===== config.mk =====
export PLATFORM = sky130hd
export DESIGN_NAME = hec_regs
export DESIGN_NICKNAME = d
export VERILOG_FILES = /design/src/pkg/hec_pkg.sv /design/src/hw/hec_event_flags.sv /design/src/hw/hec_tx_length.sv /design/src/hw/hec_regs.sv
export SDC_FILE = /design/constraint.sdc
export NUM_CORES = 1
export LEC_CHECK = 0
export CORE_UTILIZATION = 45
export CTS_BUF_LIST = sky130_fd_sc_hd__clkbuf_4
export DETAILED_ROUTE_END_ITERATION = 10
export DONT_BUFFER_PORTS = 1
export SLEW_MARGIN = 10
export SYNTH_ARGS = -nofsm -noshare
export SYNTH_HDL_FRONTEND = slang
export SYNTH_SLANG_ARGS = --single-unit
export TNS_END_PERCENT = 100

===== constraint.sdc =====
create_clock -name mclk -period 3.1 [get_ports mclk]
set_input_delay 0.62 -clock mclk [delete_from_list [all_inputs] [get_ports mclk]]
set_output_delay 0.62 -clock mclk [all_outputs]
set_load 0.005 [all_outputs]

===== src/pkg/hec_pkg.sv =====
// Shared constants and carrier types of the HDLC event and count register block
package hec_pkg;

  // ---------------------------------------------------------------
  // Register offsets on the parallel microprocessor port
  // ---------------------------------------------------------------
  localparam logic [4:0] HEC_OFF_INT_MASK   = 5'h16;
  localparam logic [4:0] HEC_OFF_EVENTS     = 5'h17;
  localparam logic [4:0] HEC_OFF_CHECK_UPPER = 5'h18;
  localparam logic [4:0] HEC_OFF_CHECK_LOWER = 5'h19;
  localparam logic [4:0] HEC_OFF_TX_LENGTH  = 5'h1A;

  // ---------------------------------------------------------------
  // Event register bit positions
  // ---------------------------------------------------------------
  localparam int HEC_BIT_GO_AHEAD   = 7;
  localparam int HEC_BIT_RX_END     = 6;
  localparam int HEC_BIT_TX_DONE    = 5;
  localparam int HEC_BIT_RX_LAST    = 4;
  localparam int HEC_BIT_TX_LOW     = 3;
  localparam int HEC_BIT_ABORT_UNDR = 2;
  localparam int HEC_BIT_RX_HIGH    = 1;
  localparam int HEC_BIT_RX_OVERRUN = 0;

  // ---------------------------------------------------------------
  // Reset values and unmapped read value
  // ---------------------------------------------------------------
  localparam logic [7:0] HEC_RST_EVENTS   = 8'h00;
  localparam logic [7:0] HEC_RST_MASK     = 8'h00;
  localparam logic [7:0] HEC_RST_CHECK    = 8'h00;
  localparam logic [7:0] HEC_RST_LENGTH   = 8'h00;
  localparam logic [7:0] HEC_READ_UNMAPPED = 8'h00;

  // ---------------------------------------------------------------
  // Receive FIFO size, abort qualification and last transmit length count
  // ---------------------------------------------------------------
  localparam logic [7:0] HEC_RX_FIFO_DEPTH  = 8'h80;
  localparam logic [4:0] HEC_ABORT_MIN_BITS = 5'h1A;
  localparam logic [7:0] HEC_LENGTH_LAST    = 8'h01;

  // ---------------------------------------------------------------
  // Carrier types
  // ---------------------------------------------------------------
  typedef struct packed {
    logic        goAhead;      // Go-ahead pattern recognised
    logic        packetEnd;    // Packet-end byte written into the RX FIFO
    logic        lastNext;     // Next byte to read closes a packet
    logic        emptyRead;    // Host read of an empty RX FIFO
    logic        flagSeen;     // Flag sequence detected
    logic        bitTick;      // One bit of the current packet received
    logic        abortSeen;    // Abort sequence received
    logic        fifoWrite;    // Receiver writes one byte to the RX FIFO
    logic [7:0]  level;        // RX FIFO occupancy, 0 to 128
    logic [7:0]  fullThresh;   // Programmed full threshold
    logic [15:0] checkSeq;     // Received check sequence, as sent
  } hec_rx_evt_s;

  typedef struct packed {
    logic       packetDone;    // Closing flag sent or packet aborted
    logic       fetch;         // Transmitter fetches a byte from the TX FIFO
    logic       fifoWrite;     // Host write into the TX FIFO completes
    logic [7:0] level;         // TX FIFO occupancy
    logic [7:0] lowThresh;     // Programmed low threshold
  } hec_tx_evt_s;

  typedef enum logic {
    HEC_RX_RUNNING,
    HEC_RX_HALTED
  } hec_rx_state_e;

endpackage


===== src/hw/hec_event_flags.sv =====
// Sticky event flags, cleared by read, where a new event wins over the clear
module hec_event_flags (
  input  wire logic       clk,
  input  wire logic       rst_n,
  input  wire logic [7:0] setVec,
  input  wire logic       clearAll,
  output logic      [7:0] flags
);
  import hec_pkg::*;

  // ---------------------------------------------------------------
  // One flip-flop per flag
  // ---------------------------------------------------------------
  genvar i;
  generate
    for (i = 0; i < 8; i++) begin : gFlag
      logic flagNext;
      // Set beats clear so no event is lost in the read cycle
      assign flagNext = setVec[i] | (flags[i] & ~clearAll);
      always_ff @(posedge clk or negedge rst_n) begin
        if (!rst_n) begin
          flags[i] <= HEC_RST_EVENTS[i];
        end else begin
          flags[i] <= flagNext;
        end
      end
    end
  endgenerate

endmodule


===== src/hw/hec_tx_length.sv =====
// Transmit length counter that marks the packet-end byte of TX FIFO writes
module hec_tx_length (
  input  wire logic       clk,
  input  wire logic       rst_n,
  input  wire logic       load,
  input  wire logic [7:0] loadValue,
  input  wire logic       fifoWrite,
  input  wire logic       cycleReload,
  output logic      [7:0] count,
  output logic            packetEndTag
);
  import hec_pkg::*;

  logic [7:0] length_reg;
  logic [7:0] count_next;
  logic       atLast;

  // ---------------------------------------------------------------
  // Next count: load, then decrement per write, reload when cycling
  // ---------------------------------------------------------------
  assign atLast       = (count == HEC_LENGTH_LAST);
  assign packetEndTag = atLast;
  assign count_next   = load ? loadValue :
                        !fifoWrite ? count :
                        (atLast && cycleReload) ? length_reg :
                        (count == 8'h00) ? count :
                        count - 8'h01;

  // Counter and programmed length
  always_ff @(posedge clk or negedge rst_n) begin
    if (!rst_n) begin
      count      <= HEC_RST_LENGTH;
      length_reg <= HEC_RST_LENGTH;
    end else begin
      count <= count_next;
      if (load) begin
        length_reg <= loadValue;
      end
    end
  end

endmodule


===== src/hw/hec_regs.sv =====
// HDLC event flags, check-sequence capture and transmit length registers
//
// Overview of operation
// - Go-ahead pattern sets bit 7.
// - Each receive packet-end byte sets bit 6.
// - Closing flag sent or abort sets bit 5.
// - Next byte last, or empty read, sets bit 4.
// - TX FIFO falling under low threshold sets bit 3.
// - Bit 2 is abort or underrun by select.
// - Abort counts only after 26 received bits.
// - Underrun mode: fetch from empty FIFO sets bit 2.
// - RX FIFO rising above full threshold sets bit 1.
// - Write to full 128-byte FIFO while receiver runs sets bit 0.
// - Overflow always disables the receiver.
// - Next flag re-enables the receiver.
// - Reading event register clears all flags except those set again in the same cycle.
// - Upper capture holds upper check byte as received.
// - Lower capture holds lower check byte as received.
// - Both captures update at every packet end.
// - Count of one tags next FIFO write.
// - Counter decrements after each FIFO write, holding at zero.
// - Reload control repeats the programmed length.
// - Masked events set flags, not the pin.
// - Mask register clears on reset.
module hec_regs (
  input  wire logic                 mclk,
  input  wire logic                 arst_n,
  // Parallel microprocessor port
  input  wire logic                 cs_n,
  input  wire logic                 rd_n,
  input  wire logic                 wr_n,
  input  wire logic [4:0]           addr,
  input  wire logic [7:0]           dataIn,
  output logic      [7:0]           dataOut,
  output logic                      dataOe_n,
  output logic                      irq_n,
  // Control bits kept outside this block
  input  wire logic                 intSel,
  input  wire logic                 cycleReload,
  // HDLC receiver and transmitter events
  input  wire hec_pkg::hec_rx_evt_s rxEvt,
  input  wire hec_pkg::hec_tx_evt_s txEvt,
  // Results towards the HDLC core
  output logic                      rxEnable,
  output logic                      txPacketEndTag
);
  import hec_pkg::*;

  // ---------------------------------------------------------------
  // Reset synchroniser
  // ---------------------------------------------------------------
  logic rstMeta_reg;
  logic rstN;

  // Asynchronous assert, release through two flops
  always_ff @(posedge mclk or negedge arst_n) begin
    if (!arst_n) begin
      rstMeta_reg <= 1'b0;
      rstN        <= 1'b0;
    end else begin
      rstMeta_reg <= 1'b1;
      rstN        <= rstMeta_reg;
    end
  end

  // ---------------------------------------------------------------
  // Bus access decode
  // ---------------------------------------------------------------
  logic       rdActive;
  logic       wrActive;
  logic       rdActive_reg;
  logic       wrActive_reg;
  logic       rdStart;
  logic       wrStart;
  logic       selMask;
  logic       selEvents;
  logic       selUpper;
  logic       selLower;
  logic       selLength;

  // Access strobes, taken on the first cycle of each access
  assign rdActive = ~cs_n & ~rd_n;
  assign wrActive = ~cs_n & ~wr_n;
  assign rdStart  = rdActive & ~rdActive_reg;
  assign wrStart  = wrActive & ~wrActive_reg;

  // Address match per register
  assign selMask   = (addr == HEC_OFF_INT_MASK);
  assign selEvents = (addr == HEC_OFF_EVENTS);
  assign selUpper  = (addr == HEC_OFF_CHECK_UPPER);
  assign selLower  = (addr == HEC_OFF_CHECK_LOWER);
  assign selLength = (addr == HEC_OFF_TX_LENGTH);

  // Previous access level for edge detection
  always_ff @(posedge mclk or negedge rstN) begin
    if (!rstN) begin
      rdActive_reg <= 1'b0;
      wrActive_reg <= 1'b0;
    end else begin
      rdActive_reg <= rdActive;
      wrActive_reg <= wrActive;
    end
  end

  // ---------------------------------------------------------------
  // Receive abort qualification
  // ---------------------------------------------------------------
  logic [4:0] rxBits_reg;
  logic [4:0] rxBits_next;
  logic       rxBitsEnough;
  logic       abortEvt;

  // Bits counted since the last flag, saturating at the minimum
  assign rxBitsEnough = (rxBits_reg >= HEC_ABORT_MIN_BITS);
  assign rxBits_next  = rxEvt.flagSeen ? 5'h00 :
                        (rxEvt.bitTick && !rxBitsEnough) ? rxBits_reg + 5'h01 :
                        rxBits_reg;
  assign abortEvt     = rxEvt.abortSeen & rxBitsEnough;

  // Packet bit counter
  always_ff @(posedge mclk or negedge rstN) begin
    if (!rstN) begin
      rxBits_reg <= 5'h00;
    end else begin
      rxBits_reg <= rxBits_next;
    end
  end

  // ---------------------------------------------------------------
  // Receive overflow and receiver enable
  // ---------------------------------------------------------------
  hec_rx_state_e rxState_reg;
  hec_rx_state_e rxState_next;
  logic          overflowEvt;

  // A write into a FIFO that already holds every location
  assign overflowEvt = rxEvt.fifoWrite & (rxEvt.level == HEC_RX_FIFO_DEPTH) &
                       (rxState_reg == HEC_RX_RUNNING);

  // Receiver halts on overflow until the next flag
  always_comb begin
    rxState_next = rxState_reg;
    case (rxState_reg)
      HEC_RX_RUNNING: begin
        if (overflowEvt) begin
          rxState_next = HEC_RX_HALTED;
        end
      end
      HEC_RX_HALTED: begin
        if (rxEvt.flagSeen) begin
          rxState_next = HEC_RX_RUNNING;
        end
      end
      default: begin
        rxState_next = HEC_RX_RUNNING;
      end
    endcase
  end

  // Receiver state register
  always_ff @(posedge mclk or negedge rstN) begin
    if (!rstN) begin
      rxState_reg <= HEC_RX_RUNNING;
    end else begin
      rxState_reg <= rxState_next;
    end
  end

  // Enable goes low the cycle after the overflowing write
  assign rxEnable = (rxState_reg == HEC_RX_RUNNING);

  // ---------------------------------------------------------------
  // FIFO threshold crossings
  // ---------------------------------------------------------------
  logic txLow;
  logic txLow_reg;
  logic rxHigh;
  logic rxHigh_reg;
  logic txLowEvt;
  logic rxHighEvt;
  logic underrunEvt;

  // Level comparisons against the programmed thresholds
  assign txLow       = (txEvt.level < txEvt.lowThresh);
  assign rxHigh      = (rxEvt.level > rxEvt.fullThresh);
  assign txLowEvt    = txLow & ~txLow_reg;
  assign rxHighEvt   = rxHigh & ~rxHigh_reg;
  assign underrunEvt = txEvt.fetch & (txEvt.level == 8'h00);

  // Previous comparison results; start as not crossed
  always_ff @(posedge mclk or negedge rstN) begin
    if (!rstN) begin
      txLow_reg  <= 1'b0;
      rxHigh_reg <= 1'b0;
    end else begin
      txLow_reg  <= txLow;
      rxHigh_reg <= rxHigh;
    end
  end

  // ---------------------------------------------------------------
  // Event flag register
  // ---------------------------------------------------------------
  logic [7:0] eventSet;
  logic [7:0] eventFlags;
  logic       eventClear;

  // Per-bit set sources
  always_comb begin
    eventSet                     = 8'h00;
    eventSet[HEC_BIT_GO_AHEAD]   = rxEvt.goAhead;
    eventSet[HEC_BIT_RX_END]     = rxEvt.packetEnd;
    eventSet[HEC_BIT_TX_DONE]    = txEvt.packetDone;
    eventSet[HEC_BIT_RX_LAST]    = rxEvt.lastNext | rxEvt.emptyRead;
    eventSet[HEC_BIT_TX_LOW]     = txLowEvt;
    eventSet[HEC_BIT_ABORT_UNDR] = intSel ? underrunEvt : abortEvt;
    eventSet[HEC_BIT_RX_HIGH]    = rxHighEvt;
    eventSet[HEC_BIT_RX_OVERRUN] = overflowEvt;
  end

  // Any read of the event register clears it
  assign eventClear = rdStart & selEvents;

  hec_event_flags uFlags (
    .clk      (mclk),
    .rst_n    (rstN),
    .setVec   (eventSet),
    .clearAll (eventClear),
    .flags    (eventFlags)
  );

  // ---------------------------------------------------------------
  // Interrupt mask and pin
  // ---------------------------------------------------------------
  logic [7:0] mask_reg;
  logic       irqAny;

  // Mask register, cleared at reset so all events start disabled
  always_ff @(posedge mclk or negedge rstN) begin
    if (!rstN) begin
      mask_reg <= HEC_RST_MASK;
    end else if (wrStart && selMask) begin
      mask_reg <= dataIn;
    end
  end

  // Masked events still hold their flag but leave the pin high
  assign irqAny = |(eventFlags & mask_reg);

  // Pin driven from a flop
  always_ff @(posedge mclk or negedge rstN) begin
    if (!rstN) begin
      irq_n <= 1'b1;
    end else begin
      irq_n <= ~irqAny;
    end
  end

  // ---------------------------------------------------------------
  // Check-sequence capture
  // ---------------------------------------------------------------
  logic [7:0] checkUpper_reg;
  logic [7:0] checkLower_reg;

  // Both bytes kept as sent, not inverted, at every packet end
  always_ff @(posedge mclk or negedge rstN) begin
    if (!rstN) begin
      checkUpper_reg <= HEC_RST_CHECK;
      checkLower_reg <= HEC_RST_CHECK;
    end else if (rxEvt.packetEnd) begin
      checkUpper_reg <= rxEvt.checkSeq[15:8];
      checkLower_reg <= rxEvt.checkSeq[7:0];
    end
  end

  // ---------------------------------------------------------------
  // Transmit length counter
  // ---------------------------------------------------------------
  logic [7:0] txLength;
  logic       lengthLoad;

  // Host write of the packet length
  assign lengthLoad = wrStart & selLength;

  hec_tx_length uLength (
    .clk          (mclk),
    .rst_n        (rstN),
    .load         (lengthLoad),
    .loadValue    (dataIn),
    .fifoWrite    (txEvt.fifoWrite),
    .cycleReload  (cycleReload),
    .count        (txLength),
    .packetEndTag (txPacketEndTag)
  );

  // ---------------------------------------------------------------
  // Read data path
  // ---------------------------------------------------------------
  logic [7:0] readMux;

  // Register select for reads; unmapped offsets read as zero
  always_comb begin
    if (selMask) begin
      readMux = mask_reg;
    end else if (selEvents) begin
      readMux = eventFlags;
    end else if (selUpper) begin
      readMux = checkUpper_reg;
    end else if (selLower) begin
      readMux = checkLower_reg;
    end else if (selLength) begin
      readMux = txLength;
    end else begin
      readMux = HEC_READ_UNMAPPED;
    end
  end

  // Read data captured on the first cycle of the read
  always_ff @(posedge mclk or negedge rstN) begin
    if (!rstN) begin
      dataOut <= 8'h00;
    end else if (rdStart) begin
      dataOut <= readMux;
    end
  end

  // Drive the data bus from the second cycle of the read strobe until it ends
  assign dataOe_n = ~(rdActive & rdActive_reg);

endmodule


==> results of run 1 <==
metrics by stage:
step / hold WS [ps] / area [sq um] / cells
2_1_floorplan: 324 / 3870 / 391
5_1_grt: 63.9 / 4120 / 501
3_5_place_dp: 54.3 / 3950 / 484
4_1_cts: 54.3 / 4120 / 501
6_report: 41.4 / 4120 / 501
3_3_place_gp: 54.0 / 3950 / 484
worst max path at each step:
stage	startpoint	cells past startpoint	endpoint	slack [ps]
3_3_place_gp	addr[2]	5	dataOut[0]$_DFFE_PN0P_	850
2_1_floorplan	addr[1]	6	dataOut[0]$_DFFE_PN0P_	970
4_1_cts	uLength.count[3]$_DFFE_PN0P_	2	txPacketEndTag	810
5_1_grt	uLength.count[3]$_DFFE_PN0P_	2	txPacketEndTag	690
6_report	uLength.count[3]$_DFFE_PN0P_	2	txPacketEndTag	830
3_5_place_dp	wr_n	4	uLength.count[5]$_DFFE_PN0P_	830
routing by layer:
layer | wire length (um) | part of all wire [%] | GRT usage, % | vias to the layer above
met4 | 187 | 2.1 | 9.22 | 0
met3 | 645 | 7.2 | 4.99 | 17
met5 | 0 | 0 | 0 | -
met2 | 4100 | 46 | 31.8 | 108
li1 | - | - | - | 1425
met1 | 4020 | 45 | 29.2 | 1441
logic make-up after synthesis:
family | count (synthesis) | synth area share, %
other | 1 | 0.0968
adder cells (fa/ha/maj) | 20 | 6.46
AO/OA/AOI/OAI | 102 | 18.2
AND/OR/NAND/NOR | 117 | 15.5
buffers and inverters | 46 | 4.91
flip-flops | 69 | 44.6
XOR/XNOR | 4 | 0.905
multiplexers | 32 | 9.27
final cells by class:
cell class | count | area [sq um] | area share [%]
clock buffer | 9 | 67.6 | 1.64
clock inverter | 7 | 88.8 | 2.16
timing repair buffer | 4 | 32.5 | 0.790
inverter | 31 | 116 | 2.82
tap | 105 | 131 | 3.19
sequential | 69 | 1730 | 42.0
multi-input combinational | 276 | 1950 | 47.4
power by group through the flow:
stage / sequential (W) / clock, W / combinational (W)
2_1_floorplan: 0.00110 / 0 / 0.000287
3_3_place_gp: 0.00114 / 0 / 0.000331
4_1_cts: 0.00112 / 0.000677 / 0.000344
6_report: 0.00112 / 0.000658 / 0.000339
5_1_grt: 0.00114 / 0.000711 / 0.000392
3_5_place_dp: 0.00114 / 0 / 0.000341
synth_stat cells (4+ instances only):
cell      number
mux2_2        31
ha_1          20
or3_1          5
dfrtp_1       68
buf_2          4
a21oi_1       22
a22oi_1       19
o22ai_1        9
clkbuf_1       8
nand2_1       38
o21ai_0       15
a21o_1         6
inv_1         31
nand4_1        8
nor3_1         8
nor2_1        23
nand3b_1       4
nor4_1         4
nand3_1        5
what timing repair did:
| item | 4_1_cts | 5_1_grt |
|---|---|---|
| endpoints found under the hold margin | 2 | 0 |
| hold buffers | 1 | 0 |
| buffers inserted | 0 | 0 |
==> out/metrics.cfg, run 1 <==
[setup_path]
cp_top_family = simple AND/OR/NAND/NOR gates
critPathSlowestCell = dfrtp_1
path_buf_inv = 0
reg2reg_slack_ps = 910
worstSetupPathType = register to output pin
r2r_cells = 7
slowest_delay_ps = 490
worstSetupStartpointType = register
crit_path_end_kind = output pin
r2r_start = uLength.count[0]$_DFFE_PN0P_
cp_cell_sequence = nor3_1, and3_1
arrival_ps = 1650
crit_fanout = 6
worst-endpoint-required_ps = 2480
timing.rr.end = uLength.count[5]$_DFFE_PN0P_

[flow_run]
cap_violations = 0

[clocking]
clk_pin_slew_ps = 130
root_buffer = clkbuf_4
htree_levels = 3
post_cts_resize_count = 0
numCtsBuffers = 9
cts_tree = done
clk_path_buf_depth = 2
clock_latency_ps = 430
clkSinkCount = 69

[power]
power_w = 0.00212
p_int_w = 0.00150
ir_drop_mv = 0.219
swShare_pct = 29.3
combPwrFrac_pct = 16.0
p_leak_nw = 1.86
p_seq_share_pct = 52.9
pwr-share-clk_pct = 31.0
switching_power_w = 0.000621
power_density_nw_per_um2 = 515

[sta]
slew_viol_final = 0
slew_headroom_pct = 35.7
tns_ps = 0
fin_skew_ps = 17.0
rsz0062_at_grt = false
fin_crit_sh_pct = 73.1
finalSetupViolations = 0
finalHoldViolCount = 0
layout_setup_ws_ps = 833
finalCriticalPeriod_ps = 2270
worstMarginPinSlew_ps = 951
fmax_ghz = 0.441

[logic_synthesis]
yosysTopAreaCellShare_pct = 43.9
syn_nets = 490
syn_area_sq_um = 3870
synth.avg_cell_area_sq_um = 9.90
ys_warn_count = 0
ys_seq_elements = 69
yosysSeqAreaShare_pct = 44.6
yosysTopAreaCell = dfrtp_1
synth_area_leaders = dfrtp_1 44%, mux2_2 9.0%, ha_1 6.5%
synth_cell_types = 61
synthFlopType = dfrtp_1
synth_cells = 391
synth_edf_count = 0
ys_async_sr_fraction_pct = 100

[global_routing]
antenna_found_initial = 0
grt_pass1_wl_um = 14200
grt_usage_pct = 21.3
grt_pass1_vias = 2752
grt_max_degree = 43
gr-total-overflow = 0

[routing]
wirelength_um = 8950
vias = 2991
wire_per_inst_um = 17.9
dr.pass1.iters = 5
via_per_inst = 5.97
ant_nets = 0
drtIter0Drc = 153
drc = 0

[floorplanning]
die_h_um = 94.8
dieArea_sq_um = 8980
core_area_sq_um = 8260
initial_core_util_pct = 46.9
die_w_um = 94.8
num_rows = 33
ios = 91

[final_layout]
diodes = 0
fillerInstances = 783
final_common_cell = dfrtp_1
drive_above_1_share_pct = 14.9
finish.utilization_pct = 49.9
area_growth_pct = 6.40
final_cell_mix = 67 x dfrtp_1, 38 x nand2_1, 31 x inv_1, 31 x mux2_2, 23 x nor2_1
fin_nets = 490

[placement]
port_buffers = 0
place_congestion = 0.819
dp_hpwl_um = 6970
dp_slack_ps = 828

[run_status]
status = finished, final reports clean

[hold_path]
hold_path.class = register to async pin

(Power assumes the default switching activity.)
==> inputs of run 2 (changes only) <==
ABC_AREA = 1   (was unset)
clock period = 2.3 ns   (was 3.1 ns; I/O delays follow)
==> out/metrics.cfg, run 2 <==
[run_status]
status = finished, final reports clean

[final_layout]
finish.utilization_pct = 50.4  ; +0.55 points
fin_nets = 609  ; +24%
diodes = 0  ; unchanged
final_cell_area_sq_um = 4230  ; +2.6%
area_growth_pct = 6.76
fillerInstances = 828  ; +5.7%
drive_above_1_share_pct = 11.1  ; -3.8 points
post_layout_nonfiller_instances = 620  ; +24%
multi_input_area_sq_um = 1860  ; -4.7%
final_common_cell = nand2_1
final_cell_mix = 140 x nand2_1, 73 x inv_1, 67 x dfrtp_1, 34 x nand3_1, 32 x nor2_1
seqCellArea_sq_um = 1730  ; unchanged

[clocking]
post_cts_resize_count = 0  ; unchanged
cts_tree = done
root_buffer = clkbuf_4
clkSinkCount = 69  ; unchanged
hold_buffers = 1  ; unchanged
htree_levels = 3  ; unchanged
clk_path_buf_depth = 2  ; unchanged
cts_setup_buffers = 0  ; unchanged
numCtsBuffers = 9  ; unchanged
clk_pin_slew_ps = 130  ; about the same
clock_latency_ps = 420  ; about the same

[logic_synthesis]
ys_seq_elements = 69  ; unchanged
synth_most_common_cell = nand2_1
synth_compound_area_share_pct = 10.4  ; -7.9 points
ys_warn_count = 0  ; unchanged
synthSimpleGateAreaFrac_pct = 27.8  ; +12 points
synthAdderAreaFrac_pct = 6.32  ; -0.14 points
synth_cell_types = 37  ; -39%
synthFlopType = dfrtp_1
syn_nets = 606  ; +24%
synthMuxAreaShare_pct = 2.27  ; -7.0 points
yosysTopAreaCell = dfrtp_1
yosysTopAreaCellShare_pct = 43.0  ; -0.97 points
synth_xor_xnor_area_share_pct = 0.221  ; -0.68 points
synth_top_family_by_area = simple AND/OR/NAND/NOR gates
syn_area_sq_um = 3960  ; +2.3%
synth.avg_cell_area_sq_um = 7.81  ; -21%
ys_async_sr_fraction_pct = 100  ; unchanged
synth_edf_count = 0  ; unchanged
yosysSeqAreaShare_pct = 43.6  ; -0.99 points
synth_area_leaders = dfrtp_1 43%, nand2_1 13%, inv_1 6.9%
synth_common_cells = 140 x nand2_1, 73 x inv_1, 68 x dfrtp_1, 34 x nand3_1, 32 x nor2_1
synth_cells = 507  ; +30%

[setup_path]
cp_common_cell = nor2_4
slowest_delay_ps = 520  ; +30 ps
crit_fanout = 7  ; +1
r2r_start = uLength.count[1]$_DFFE_PN0P_
cp_cell_sequence = nor2_4, nand2_1, nor2_4
startpoint = uLength.count[3]$_DFFE_PN0P_
critPathSlowestCell = dfrtp_1
worst-endpoint-required_ps = 1840  ; -640 ps
arrival_ps = 1460  ; -190 ps
worstSetupStartpointType = register
worstSetupPathType = register to output pin
crit_path_end_kind = output pin

[sta]
fin_skew_ps = 16.5  ; -0.493 ps
fmax_ghz = 0.520
tns_ps = 0  ; unchanged
finalSetupViolations = 0  ; unchanged
finalHoldViolCount = 0  ; unchanged
rsz0062_at_grt = false
slew_headroom_pct = 57.8  ; +22 points
slew_viol_final = 0  ; unchanged
fin_crit_sh_pct = 83.6
worstMarginPinSlew_ps = 633  ; -317 ps
finalCriticalPeriod_ps = 1920

[global_routing]
grt_max_degree = 43  ; unchanged
gr-total-overflow = 0  ; unchanged
grt_pass1_wl_um = 15200  ; +6.7%
antenna_found_initial = 0  ; unchanged
grt_pass1_vias = 3265  ; +19%
grt_usage_pct = 21.8  ; +0.58 points

[routing]
via_per_inst = 5.22  ; -12%
dr.pass1.iters = 4  ; -1
drtIter0Drc = 114  ; -25%
wire_per_inst_um = 14.7  ; -18%
ant_nets = 0  ; unchanged
vias = 3239  ; +8.3%
wirelength_um = 9110  ; +1.8%
drc = 0  ; unchanged

[floorplanning]
core_area_sq_um = 8380  ; +1.5%
ios = 91  ; unchanged
dieArea_sq_um = 9180  ; +2.2%
initial_core_util_pct = 47.2  ; +0.35 points
die_w_um = 95.8  ; +1.1%
die_h_um = 95.8  ; +1.1%
num_rows = 33  ; unchanged

[placement]
dpl_cell_area_sq_um = 4050  ; +2.5%
place_congestion = 0.874  ; +6.6%
port_buffers = 0  ; unchanged
dp_hpwl_um = 7100  ; +2.0%
placed_cells = 603  ; +25%

[hold_path]
hold_path.class = primary input to register
hold_start = cs_n

[power]
power_density_nw_per_um2 = 791  ; +54%
p_leak_nw = 2.27  ; +22%
ir_drop_mv = 0.332  ; +52%

[flow_run]
cap_violations = 0  ; unchanged

==> run 2: cell count changes in the layout (fill, tap and decap cells not counted), sizes merged, moves of 5 or more <==
cell,before,now
a21o,6,1
a21oi,23,33
a22oi,19,0
inv,32,80
mux2,31,8
nand2,38,144
nand3,5,37
nand4,8,13
nor2,23,39
o21ai,15,29
o22ai,9,1
or3,5,0
==> run 2: area by class of cell <==
cell class | instances | share of cell area (%)
inverters | 80 | 7.10
clock inverters | 7 | 2.34
well taps | 105 | 3.11
clock buffers | 9 | 1.60
repair buffers | 3 | 0.888
multi-input cells | 347 | 44.1
flip-flops and latches | 69 | 40.9
==> run 2: metal layers <==
metal | track usage [%] | vias to the layer above | wire length, um
met5 | 0 | - | 0
met2 | 37.3 | 96 | 4390
met4 | 8.46 | 0 | 167
met3 | 4.98 | 18 | 585
met1 | 26.8 | 1491 | 3970
li1 | - | 1634 | -
==> run 2: kinds of logic (layout without fill, tap and decap cells) <==
group	Yosys count	count (layout)
other	1	1
buffers and inverters	91	99
muxes	8	8
xor gates and xnor gates	1	1
and+or+nand+nor	245	245
adders and majority gates	20	20
AOI/OAI and AO/OA	72	72
DFF	69	69
==> run 2: worst paths after layout <==
check / depth (start not counted) / slack, ps / endpoint
min: 1 / 70 / wrActive_reg$_DFF_PN0_
max in group asynchronous: 1 / 1330 / irq_n$_DFF_PN1_
max: 3 / 380 / txPacketEndTag
max reg2reg: 10 / 560 / uLength.count[5]$_DFFE_PN0P_
min reg2reg: 0 / 290 / wrActive_reg$_DFF_PN0_
min in group asynchronous: 1 / 250 / rstMeta_reg$_DFF_PN0_
==> run 2: metrics by stage <==
step	hold slack, ps	total power (W)	setup slack (ps)
after detailed placement	164	0.00244	530
after global placement	164	0.00243	551
after global routing	56.9	0.00360	274
final	71.6	0.00335	378
after floorplan	164	0.00222	238
after CTS	56.1	0.00337	350
==> run 2: report_power, final <==
group	leakage, nW	switching, W	internal [W]
combinational	1.36	0.000543	0.000331
clock	0.0865	0.000487	0.000446
sequential	0.822	0.000176	0.00136
total	2.27	0.00121	0.00214
==> run 2: critical path: cells and delay by family, from the launching register on <==
family	cells	cell delay (ps)
flops	1	520
simple gates	3	520
